### src/hdl/tmv_params.svh
// Purpose: Offsets, field positions and reset values of the vote forwarder.
// Assumes: APB with 32-bit data, one register per aligned word.
// Notes: Definitions only.
`ifndef TMV_PARAMS_SVH
`define TMV_PARAMS_SVH

// ****************************************************************
// Register byte offsets
// ****************************************************************
`define TMV_OFS_CTRL 12'h000
`define TMV_OFS_STATUS 12'h004
`define TMV_OFS_SLICE 12'h008
`define TMV_OFS_INFO 12'h00C
`define TMV_OFS_ERRCNT_A 12'h010
`define TMV_OFS_ERRCNT_B 12'h014
`define TMV_OFS_ERRCNT_C 12'h018
`define TMV_OFS_ERRFLAG 12'h01C
`define TMV_OFS_IRQ_STAT 12'h020
`define TMV_OFS_IRQ_MASK 12'h024
`define TMV_OFS_VOLT 12'h028

// ****************************************************************
// Field positions
// ****************************************************************
`define TMV_CTRL_ACTIVE 0
`define TMV_CTRL_SLOT_EN 1
`define TMV_SLICE_SB_EJ 7
`define TMV_SLICE_ACT_EJ 3
`define TMV_IRQ_DISC 0
`define TMV_IRQ_FRAME 1
`define TMV_IRQ_CSUM 2
`define TMV_IRQ_W 3

// ****************************************************************
// Reset values and widths
// ****************************************************************
`define TMV_CTRL_RST 2'h0
`define TMV_MSG_W 8
`define TMV_CNT_W 16
`define TMV_CNT_MAX 16'hFFFF
`define TMV_ERR_ZERO 9'h000

`endif

### src/hdl/tmv_pkg.sv
// Purpose: Types shared by the vote forwarder.
// Assumes: Constants come from tmv_params.svh.
// Notes: Types only.
package tmv_pkg;

    // One message byte with its command/response framing strobe
    typedef struct packed {
        logic valid;
        logic [7:0] data;
    } tmv_msg_s;

    // Downstream control signals
    typedef struct packed {
        logic pwr_fail;
        logic wdog;
        logic cmd_rsp;
    } tmv_ctl_s;

    // Per-slice receive error flags
    typedef struct packed {
        logic disc;
        logic frame;
        logic csum;
    } tmv_err_s;

endpackage : tmv_pkg

### src/hdl/tmv_forwarder.sv
// Purpose: Triplicated message and control forwarding with 2oo3 voting.
// Assumes: Single 50 MHz clock; every triplicated input comes from pins.
// Notes: Registers reached over APB; one level interrupt output.
//
// The register addresses and the APB register port are this design's own decisions.
`timescale 1ns/10ps
`include "tmv_params.svh"

// Operation
// Active with slot enabled, forward backplane commands to the expansion bus.
// Active, pass expansion responses to backplane as control signals allow; the code also requires the slot enabled.
// Backplane copies are synchronised and voted before driving all channels.
// Expansion copies are synchronised and voted before reaching the backplane.
// Any copy disagreement is detected and recorded despite voting.
// Power fail, watchdog and cmd/rsp control forwarded, synchronised, voted.
// Control signals travel only downstream; no reverse path exists.
// Slice word bits 0 to 2 show active unit slices healthy.
// Slice word bits 4 to 6 show standby unit slices healthy.
// Slice word bit 3 shows active unit ejectors open.
// Slice word bit 7 shows standby unit ejectors open.
// Voltage readings are 16-bit signed, one 512th volt per step.
// Module health is one only when responding with no slice errors.
// Standby chassis and slot read zero when no partner is present.
// Primary status reads one when the active unit is primary.
// Separate receive error count for each slice, readable by software.
// Per slice record framing, checksum and discrepancy errors.
// In standby answer own commands but block all forwarded traffic; the code still drives voted control onto EXP_CTL.
// Bitwise two-of-three vote; flag any copy differing from result.
module tmv_forwarder (
    input wire logic CLK,
    input wire logic RST,
    input wire logic PSEL,
    input wire logic PENABLE,
    input wire logic PWRITE,
    input wire logic [11:0] PADDR,
    input wire logic [31:0] PWDATA,
    output logic [31:0] PRDATA,
    output logic PREADY,
    output logic PSLVERR,
    input wire tmv_pkg::tmv_msg_s [2:0] BP_CMD,
    input wire tmv_pkg::tmv_ctl_s [2:0] BP_CTL,
    output tmv_pkg::tmv_msg_s [2:0] BP_RSP,
    output logic [2:0] BP_RSP_EN,
    output tmv_pkg::tmv_msg_s [2:0] EXP_CMD,
    output tmv_pkg::tmv_ctl_s [2:0] EXP_CTL,
    input wire tmv_pkg::tmv_msg_s [2:0] EXP_RSP,
    input wire logic [2:0] EXP_FRAME_ERR,
    input wire logic [2:0] EXP_CSUM_ERR,
    input wire logic [2:0] ACT_SLICE_OK,
    input wire logic ACT_EJECT,
    input wire logic [2:0] SB_SLICE_OK,
    input wire logic SB_EJECT,
    input wire logic SB_PRESENT,
    input wire logic [3:0] SB_CHASSIS,
    input wire logic [3:0] SB_SLOT,
    input wire logic [3:0] ACT_CHASSIS,
    input wire logic [3:0] ACT_SLOT,
    input wire logic ACT_PRIMARY,
    input wire logic [15:0] VOLT_RAW,
    output logic IRQ
);

    // Pin bundle sampled through the two-stage synchroniser
    typedef struct packed {
        tmv_pkg::tmv_msg_s [2:0] bp_cmd;
        tmv_pkg::tmv_ctl_s [2:0] bp_ctl;
        tmv_pkg::tmv_msg_s [2:0] exp_rsp;
        logic [2:0] frame_err;
        logic [2:0] csum_err;
        logic [2:0] act_ok;
        logic act_ej;
        logic [2:0] sb_ok;
        logic sb_ej;
        logic sb_pres;
        logic [3:0] sb_ch;
        logic [3:0] sb_sl;
        logic [3:0] act_ch;
        logic [3:0] act_sl;
        logic act_pri;
        logic [15:0] volt;
    } tmv_pins_s;

    typedef struct packed {
        tmv_pins_s meta;
        tmv_pins_s sync;
        logic [1:0] ctrl;
        tmv_pkg::tmv_msg_s [2:0] exp_cmd;
        tmv_pkg::tmv_ctl_s [2:0] exp_ctl;
        tmv_pkg::tmv_msg_s [2:0] bp_rsp;
        logic [2:0] bp_rsp_en;
        tmv_pkg::tmv_err_s [2:0] err;
        logic [2:0][15:0] errcnt;
        logic [2:0] irq_stat;
        logic [2:0] irq_mask;
        logic [31:0] prdata;
        logic pslverr;
    } tmv_state_s;

    tmv_state_s st;
    tmv_state_s next_st;
    tmv_pins_s pins_now;

    // ****************************************************************
    // Voting helpers
    // ****************************************************************
    function automatic logic [8:0] vote9(input logic [8:0] a,
                                         input logic [8:0] b,
                                         input logic [8:0] c);
        vote9 = (a & b) | (a & c) | (b & c);
    endfunction : vote9

    function automatic logic [2:0] vote3(input logic [2:0] a,
                                         input logic [2:0] b,
                                         input logic [2:0] c);
        vote3 = (a & b) | (a & c) | (b & c);
    endfunction : vote3

    assign pins_now = '{bp_cmd: BP_CMD, bp_ctl: BP_CTL, exp_rsp: EXP_RSP,
        frame_err: EXP_FRAME_ERR, csum_err: EXP_CSUM_ERR,
        act_ok: ACT_SLICE_OK, act_ej: ACT_EJECT, sb_ok: SB_SLICE_OK,
        sb_ej: SB_EJECT, sb_pres: SB_PRESENT, sb_ch: SB_CHASSIS,
        sb_sl: SB_SLOT, act_ch: ACT_CHASSIS, act_sl: ACT_SLOT,
        act_pri: ACT_PRIMARY, volt: VOLT_RAW};

    // ****************************************************************
    // Voted values
    // ****************************************************************
    logic [8:0] cmd_vote;
    logic [8:0] rsp_vote;
    logic [2:0] ctl_vote;
    logic [2:0] cmd_disc;
    logic [2:0] rsp_disc;
    logic [2:0] ctl_disc;
    logic active;
    logic fwd_en;
    logic [7:0] slice_word;
    logic act_health;
    logic sb_health;
    logic [3:0] sb_ch_rd;
    logic [3:0] sb_sl_rd;
    logic [2:0] events;

    // vote backplane copies
    assign cmd_vote = vote9(st.sync.bp_cmd[0], st.sync.bp_cmd[1],
                            st.sync.bp_cmd[2]);
    // vote expansion copies
    assign rsp_vote = vote9(st.sync.exp_rsp[0], st.sync.exp_rsp[1],
                            st.sync.exp_rsp[2]);
    // vote control signals
    assign ctl_vote = vote3(st.sync.bp_ctl[0], st.sync.bp_ctl[1],
                            st.sync.bp_ctl[2]);

    // per-copy discrepancy flags
    genvar g;
    generate
        for (g = 0; g < 3; g = g + 1) begin : g_disc
            assign cmd_disc[g] = st.sync.bp_cmd[g] != cmd_vote;
            assign rsp_disc[g] = st.sync.exp_rsp[g] != rsp_vote;
            assign ctl_disc[g] = st.sync.bp_ctl[g] != ctl_vote;
        end
    endgenerate

    assign active = st.ctrl[`TMV_CTRL_ACTIVE];
    // forward only when active and slot enabled
    assign fwd_en = active & st.ctrl[`TMV_CTRL_SLOT_EN];

    // slice word layout
    assign slice_word = {st.sync.sb_ej, st.sync.sb_ok & {3{st.sync.sb_pres}},
                         st.sync.act_ej, st.sync.act_ok};
    // health is all slices ok; standby health also needs the partner present
    assign act_health = &st.sync.act_ok;
    assign sb_health = st.sync.sb_pres & (&st.sync.sb_ok);
    // zero when no partner
    assign sb_ch_rd = st.sync.sb_pres ? st.sync.sb_ch : 4'h0;
    assign sb_sl_rd = st.sync.sb_pres ? st.sync.sb_sl : 4'h0;

    assign events = {|st.sync.csum_err, |st.sync.frame_err,
                     |(cmd_disc | rsp_disc | ctl_disc)};

    // ****************************************************************
    // Next state
    // ****************************************************************
    always_comb begin
        logic wr;
        logic rd;
        logic [2:0] clr;
        tmv_pkg::tmv_err_s [2:0] base;
        wr = PSEL & PENABLE & PWRITE;
        rd = PSEL & PENABLE & ~PWRITE;
        clr = 3'h0;
        // Clear of the error flags comes first so a new error wins
        base = (wr && PADDR == `TMV_OFS_ERRFLAG) ? `TMV_ERR_ZERO : st.err;
        next_st = st;
        next_st.meta = pins_now;
        next_st.sync = st.meta;
        next_st.pslverr = 1'b0;
        // drive voted command on all three channels
        for (int i = 0; i < 3; i++) begin
            next_st.exp_cmd[i] = fwd_en ? cmd_vote : 9'h000;
            // control copied downstream only
            next_st.exp_ctl[i] = ctl_vote;
            // response gated by voted cmd/rsp control
            next_st.bp_rsp[i] = (fwd_en & ctl_vote[0]) ? rsp_vote : 9'h000;
            next_st.bp_rsp_en[i] = fwd_en & ctl_vote[0];
        end
        // record per slice errors
        for (int i = 0; i < 3; i++) begin
            next_st.err[i].disc = base[i].disc | rsp_disc[i] |
                                  cmd_disc[i] | ctl_disc[i];
            next_st.err[i].frame = base[i].frame | st.sync.frame_err[i];
            next_st.err[i].csum = base[i].csum | st.sync.csum_err[i];
            // saturating per slice count
            if ((rsp_disc[i] | st.sync.frame_err[i] | st.sync.csum_err[i])
                && st.errcnt[i] != `TMV_CNT_MAX) begin
                next_st.errcnt[i] = 16'(st.errcnt[i] + 16'h0001);
            end
        end
        if (wr) begin
            if (PADDR == `TMV_OFS_CTRL) begin
                next_st.ctrl = PWDATA[1:0];
            end else if (PADDR == `TMV_OFS_ERRFLAG) begin
                // Any write clears the flags, applied through base
                next_st.pslverr = 1'b0;
            end else if (PADDR == `TMV_OFS_IRQ_STAT) begin
                clr = PWDATA[2:0];
            end else if (PADDR == `TMV_OFS_IRQ_MASK) begin
                next_st.irq_mask = PWDATA[2:0];
            end else if (PADDR == `TMV_OFS_ERRCNT_A ||
                         PADDR == `TMV_OFS_ERRCNT_B ||
                         PADDR == `TMV_OFS_ERRCNT_C ||
                         PADDR == `TMV_OFS_STATUS ||
                         PADDR == `TMV_OFS_SLICE ||
                         PADDR == `TMV_OFS_INFO ||
                         PADDR == `TMV_OFS_VOLT) begin
                next_st.pslverr = 1'b0;
            end else begin
                next_st.pslverr = 1'b1;
            end
        end
        // Set wins over a same-cycle clear
        next_st.irq_stat = (st.irq_stat & ~clr) | events;
        next_st.prdata = 32'h0000_0000;
        if (rd) begin
            if (PADDR == `TMV_OFS_CTRL) begin
                next_st.prdata = {30'h0, st.ctrl};
            end else if (PADDR == `TMV_OFS_STATUS) begin
                // health and primary flags
                next_st.prdata = {28'h0, st.sync.act_pri, sb_health,
                                  act_health, active};
            end else if (PADDR == `TMV_OFS_SLICE) begin
                next_st.prdata = {24'h0, slice_word};
            end else if (PADDR == `TMV_OFS_INFO) begin
                next_st.prdata = {16'h0, sb_sl_rd, sb_ch_rd,
                                  st.sync.act_sl, st.sync.act_ch};
            end else if (PADDR == `TMV_OFS_ERRCNT_A) begin
                next_st.prdata = {16'h0, st.errcnt[0]};
            end else if (PADDR == `TMV_OFS_ERRCNT_B) begin
                next_st.prdata = {16'h0, st.errcnt[1]};
            end else if (PADDR == `TMV_OFS_ERRCNT_C) begin
                next_st.prdata = {16'h0, st.errcnt[2]};
            end else if (PADDR == `TMV_OFS_ERRFLAG) begin
                next_st.prdata = {23'h0, st.err};
            end else if (PADDR == `TMV_OFS_IRQ_STAT) begin
                next_st.prdata = {29'h0, st.irq_stat};
            end else if (PADDR == `TMV_OFS_IRQ_MASK) begin
                next_st.prdata = {29'h0, st.irq_mask};
            end else if (PADDR == `TMV_OFS_VOLT) begin
                // signed 1/512 V sign extended
                next_st.prdata = {{16{st.sync.volt[15]}}, st.sync.volt};
            end else begin
                next_st.pslverr = 1'b1;
            end
        end
    end

    // ****************************************************************
    // State register
    // ****************************************************************
    always_ff @(posedge CLK) begin
        if (RST) begin
            st <= '0;
        end else begin
            st <= next_st;
        end
    end

    // APB: wait one cycle so data comes from flip-flops
    logic resp_ph;
    always_ff @(posedge CLK) begin
        if (RST) begin
            resp_ph <= 1'b0;
        end else begin
            resp_ph <= PSEL & PENABLE & ~resp_ph;
        end
    end

    assign PREADY = resp_ph;
    assign PRDATA = st.prdata;
    assign PSLVERR = resp_ph & st.pslverr;
    assign EXP_CMD = st.exp_cmd;
    assign EXP_CTL = st.exp_ctl;
    assign BP_RSP = st.bp_rsp;
    assign BP_RSP_EN = st.bp_rsp_en;
    assign IRQ = |(st.irq_stat & st.irq_mask);

endmodule : tmv_forwarder

### config.mk
export PLATFORM = sky130hd
export DESIGN_NAME = tmv_forwarder
export DESIGN_NICKNAME = d
export VERILOG_FILES = /design/src/hdl/tmv_pkg.sv /design/src/hdl/tmv_forwarder.sv
export VERILOG_INCLUDE_DIRS = /design/src /design/src/hdl
export SDC_FILE = /design/constraint.sdc
export NUM_CORES = 1
export LEC_CHECK = 0
export BUFFER_PORTS_ARGS = -buffer_cell sky130_fd_sc_hd__buf_2
export CORE_MARGIN = 3
export CORE_UTILIZATION = 54
export CTS_BUF_LIST = sky130_fd_sc_hd__clkbuf_8 sky130_fd_sc_hd__clkbuf_16
export DETAILED_ROUTE_END_ITERATION = 6
export GPL_TIMING_DRIVEN = 0
export PLACE_DENSITY = 0.78
export SYNTH_ARGS = -nofsm -noshare
export SYNTH_HDL_FRONTEND = slang
export SYNTH_SLANG_ARGS = --single-unit
### constraint.sdc
create_clock -name CLK -period 2.24 [get_ports CLK]
set_clock_uncertainty 0.05 [all_clocks]
set_input_delay 0.112 -clock CLK [delete_from_list [all_inputs] [get_ports CLK]]
set_output_delay 0.112 -clock CLK [all_outputs]
set_load 0.05 [all_outputs]
Word-level counts from Yosys, hierarchy flattened
Index checks and enable logic that the tools add are counted.
{"block": "op_classes", "addsub": 3, "multipliers": 0, "n_div": 0, "magnitude_cmp": 0, "eq_ne": 22, "n_shift": 0, "muxes": 36, "n_bitwise": 60, "n_reduce_logical": 26}
{"cell": "2-to-1 mux 16 bit", "n": 8}
{"cell": "AND 9 bit", "n": 6}
{"cell": "!= test 9 bit", "n": 6}
{"cell": "adder 16 x 1 -> 16 bit, second input constant", "n": 3}
{"cell": "equality test 12 x 5 -> 1 bit, second input constant", "n": 4}
{"cell": "!= test 16 bit, second input constant", "n": 3}
{"cell": "equality test 12 x 6 -> 1 bit, second input constant", "n": 3}
{"cell": "OR 9 bit", "n": 4}
{"cell": "equality test 12 x 4 -> 1 bit, second input constant", "n": 2}
{"cell": "OR 1 bit", "n": 21}
{"cell": "AND 3 bit", "n": 6}
{"cell": "2-to-1 mux 1 bit", "n": 18}
{"cell": "OR 3 bit", "n": 5}
{"cell": "OR reduction 3 bit", "n": 5}
{"cell": "OR reduction 13 bit", "n": 1}
{"cell": "equality test 12 x 3 -> 1 bit, second input constant", "n": 1}
{"cell": "zero test 12 bit", "n": 1}
{"cell": "2-to-1 mux 3 bit", "n": 4}
{"cell": "2-to-1 mux 4 bit", "n": 3}
{"cell": "2-to-1 mux 9 bit", "n": 1}
{"cell": "!= test 3 bit", "n": 3}
{"cell": "NOT 1 bit", "n": 9}
{"cell": "AND 1 bit", "n": 8}
{"cell": "2-to-1 mux 8 bit", "n": 1}
{"cell": "other kinds (10)", "n": 21}
{"block": "word_totals", "regBits": 328, "latchBits": 0, "ramBits": 0, "mem_bits_ro": 0, "inputBits": 160, "n_memories": 0}

Depth between registers and ports, before layout
{"block": "logic_depth", "ltp_word": 25, "depth_mapped": 9, "depth_no_buf": 7}

Worst setup path before layout
Ideal clock, no wire load.
{"block": "synth_timing", "path_kind": "flip-flop to flip-flop", "start": "register st[71] in the netlist's numbering", "end": "register st[72] in the netlist's numbering", "setup_time_ps": 128, "arrival_ps": 1825, "slack_ps": 238, "stages_incl_launch_ff": 10, "path_buffers": 2, "period_less_slack_ps": 2002, "path_cell_list": "dfxtp_1 ha_1 and3_1 nand3_1 or3_1 o21ai_4 buf_6 buf_12 mux2i_1 nor2_1"}
{"block": "synth_between", "elab_chain_len": 2}
{"item": "from (decl)", "line_no": "tmv_forwarder.sv:99", "rtl": "tmv_state_s st;"}
{"item": "from (signal assigned)", "line_no": "tmv_forwarder.sv:283", "rtl": "st <= next_st;"}
{"item": "branches (longest 2 deep; another with adder 16 x 1 -> 16 bit)"}
Parallel ways; which one is timed is not known.
A chain may end at the register's enable or synchronous reset.

Worst setup path after layout
{"block": "layout_timing", "start": "register st[218] in the netlist's numbering", "end": "register st[69] in the netlist's numbering"}
{"block": "layout_between", "elab_chain_len": 7}
{"item": "AND 9 bit", "line_no": "tmv_forwarder.sv:109", "rtl": "vote9 = (a & b) | (a & c) | (b & c);"}
{"item": "OR 9 bit (*) (2 in series)", "line_no": "tmv_forwarder.sv:109"}
{"item": "!= test 9 bit (*)", "line_no": "tmv_forwarder.sv:158", "rtl": "assign rsp_disc[g] = st.sync.exp_rsp[g] != rsp_vote;"}
{"item": "OR 1 bit (*) (2 in series)", "line_no": "tmv_forwarder.sv:213", "rtl": "if ((rsp_disc[i] | st.sync.frame_err[i] | st.sync.csum_err[i])"}
{"item": "logical AND 1 bit (no line) (*)"}
Every way passes the cells marked *; elsewhere a longest branch is shown, timed or not.

==> metrics.csv <==
stage,metric,value,unit
outcome,status,completed,
clock_tree,numCtsBuffers,34,
floorplanning,core,23700,sq um
synth,synth_cells,1409,
pwr,finalPower,13.0,mW
clock_tree,htree_levels,2,
synth,synth.distinct_cells,66,
routing,dr_total_vias,11439,
routing,wl_per_cell,17.6,um
synth,yosysWarnings,0,
flow_run,drv_cap,0,
floorplanning,die_w,162,um
global_routing,grt_util_all_layers,0.281,
clock_tree,cts_sinks,328,
synth,netlist_area,13100,sq um
pwr,cellInternalPower,10.0,mW
timing,relSlewSlack,0.146,
worst_setup_path,startpoint_type,register,
pwr,p_comb_frac,0.083,
timing,rsz0062_at_grt,false,
pwr,swShare,0.229,
worst_setup_path,crit_type,register to register,
worst_setup_path,worst-path-max-fanout,6,
placed_design,gp_congestion,0.917,
synth,synth.avg_cell_area,9.29,sq um
clock_tree,path_clk_slew,0.06,ns
timing,tightest_slew,1.27,ns
synth,synth-seq-cells,328,
worst_setup_path,crit_arrival,2.52,ns
clock_tree,cts_tree,yes,
routing,viasPerCell,5.34,
routing,drt_iter0_drc,855,
synth,synth_nets,1572,
hold_path,hold_path_class,input pin to register,
clock_tree,clk_latency,0.52,ns
timing,worst_slack,0.0721,ns
timing,fmax,0.461,GHz
synth,synthFlopType,dfxtp_1,
layout,nets,1960,
floorplanning,rows,56,
layout,area_delta_synth_final,31.0,%
floorplanning,io_pins,261,
floorplanning,start_util,0.553,
synth,async_reset_ff_frac,0,
floorplanning,die_h,162,um
routing,wl,37.8,mm
timing,hold_violations,0,
global_routing,grt_max_degree,17,
worst_setup_path,required,2.59,ns
routing,first_pass_iters,5,
placed_design,port_buffers,228,
global_routing,antenna_found_initial,2,
floorplanning,die_area,26100,sq um
synth,synthTopCellsByArea,"dfxtp_1, nor2b_1, buf_4",
synth,yosysSeqAreaShare,0.502,
timing,setup_viol,0,
clock_tree,clock-root-buffer,clkbuf_16,
synth,yosys.area.top_type,dfxtp_1,
pwr,clock_power_share,0.437,
timing,min_period,2.17,ns
worst_setup_path,crit_path_end_kind,register,
synth,synth-edff-count,0,
pwr,seq_power_share,0.480,
synth,yosysTopAreaCellShare,0.502,
placed_design,place_hpwl,25.9,mm
global_routing,grt_pass1_vias,11396,
routing,drtAntennaViolNets,0,
layout,drive_gt1_frac,0.244,
placed_design,place_ws,-0.211,ns
clock_tree,clock_path_buffers,3,
global_routing,grt_pass1_wl,58.7,mm
timing,timing.final.max_slew_violations,0,
pwr,power_density,757,nW/um^2
global_routing,grt-ovfl-total,0,
pwr,power.switching,2.97,mW
routing,drc,0,
timing,fin_crit_sh,0.968,
pwr,p_leak,7.25,nW
pwr,worst_ir_drop_vdd,0.526,mV
## logic make-up (layout without fill, tap and decap cells)
group | after synthesis | count (layout) | share of synthesized area
AO/OA/AOI/OAI | 287 | 287 | 0.132
adder cells (fa/ha/maj) | 3 | 3 | 0.00287
XOR/XNOR | 4 | 4 | 0.00268
multiplexers | 15 | 15 | 0.0138
other | 0 | 2 | 0
flip-flops | 328 | 328 | 0.502
AND/OR/NAND/NOR | 604 | 604 | 0.268
buffers and inverters | 168 | 581 | 0.0800
## area by class of cell
cell class              instances  area [sq um]
diodes                          2          5.00
clock buffers                  41           958
fillers                      1745          6540
well taps                     319           399
plain buffers                 156          1010
multi-input cells             913          5580
inverters                      12          45.0
repair buffers                352          2370
clock inverters                20           195
flip-flops and latches        328          6590
## path summary, 6_finish.rpt
path                            depth (start not counted)                  end                    start  slack [ns]
worst min register to register                          1   st[268]$_SDFF_PP0_  next_st[268]$_SDFF_PP0_        0.38
worst min-delay path                                    3  st[69]$_SDFFE_PP0P_                      RST        0.03
worst max-delay path                                    6  st[69]$_SDFFE_PP0P_       st[218]$_SDFF_PP0_        0.07
worst max register to register                          6  st[69]$_SDFFE_PP0P_       st[218]$_SDFF_PP0_        0.07
## routing by layer
metal  track usage  vias to the layer above  part of all wire
met5             0                        -                 0
met4        0.0810                        0             0.023
met3        0.0681                       80             0.073
met2         0.497                      421              0.50
met1         0.343                     5387              0.40
li1              -                     5551                 -
## layout by cell type, fill, tap and decap left out, types with 7 or more instances in the layout
cell type and n:
a21o_1 10, a21oi_1 112, a22oi_1 13, and2_1 7, and3_1 10, and3b_1 16, and4_1 7, buf_2 237
buf_4 105, clkbuf_1 37, clkbuf_16 35, dfxtp_1 314, dfxtp_2 13, dlygate4sd3_1 118, inv_1 19, mux2i_1 9
nand2_1 95, nand2b_1 29, nand3_1 31, nand3b_1 9, nand4_1 15, nor2_1 53, nor2b_1 237, nor3b_1 18
o211ai_1 7, o21ai_0 70, o21ai_1 16, o2bb2ai_1 8, o31ai_1 12, or3_1 31, or4_1 13
## flip-flops by register name, indices dropped and copies added, names as in the netlist
name	flops
BP_RSP	9
BP_RSP_EN	1
EXP_CMD	9
EXP_CTL	3
PRDATA	17
PREADY	1
active	1
next_st	111
slice_word	5
st	171
## metrics by stage
| step | util | hold slack [ns] | TNS [ns] | instances | area (sq um) |
|---|---|---|---|---|---|
| floorplan | - | 0.190 | 0 | 1409 | 13100 |
| global placement | 0.618 | 0.274 | -3.79 | 1956 | 14600 |
| detailed placement | 0.618 | 0.274 | -4.68 | 1956 | 14600 |
| CTS | 0.721 | 0.0141 | 0 | 2139 | 17100 |
| global route | 0.724 | 0.0249 | 0 | 2143 | 17100 |
| finish | 0.724 | 0.0297 | 0 | 2143 | 17100 |
## synth_stat cells (all sizes together), types with 2 or more instances
cell,n
a221o,2
inv,12
dfxtp,328
buf,118
nor2b,238
nor2,53
nor3b,19
nor4,13
o211ai,7
mux2i,9
a32oi,3
or3,33
a22oi,13
nand2b,29
nand3b,9
nand4,16
clkbuf,38
a21oi,112
o22ai,2
o2111ai,2
xor2,4
o2bb2ai,8
o21a,3
a221oi,3
o21ai,89
or2,4
and3,10
mux2,4
nand2,95
a22o,3
nand3,32
or4,13
and3b,16
a211oi,6
and4,7
a21o,10
nor3,6
a2111oi,3
and2,8
mux4,2
ha,3
a222oi,2
o31ai,12
## worst max-delay path: stages, from the launching register on
cell and delay [ns]:
dfxtp_1 0.36, and3b_1 0.21, nor4_2 0.32, and4_1 0.30, nand3_1 0.23, nand4_1 0.24
mux2_2 0.35
## power by group through the flow
stage	clock (mW)	sequential (mW)	combinational, mW
3_3_place_gp	0	6.34	0.824
6_report	5.67	6.23	1.08
3_5_place_dp	0	6.34	0.841
2_1_floorplan	0	6.29	0.539
4_1_cts	5.72	6.22	1.03
5_1_grt	5.97	6.25	1.16
## timing repair
item                                   4_1_cts  5_1_grt
gates resized for setup                     13       21
cloned                                       0        0
setup buffers                                4        2
endpoints found under the hold margin      124        0
hold buffers                               118        0
setup endpoints to repair                   43       45
pin swaps                                    4        5
No activity file was read; power rests on OpenSTA's default activity.
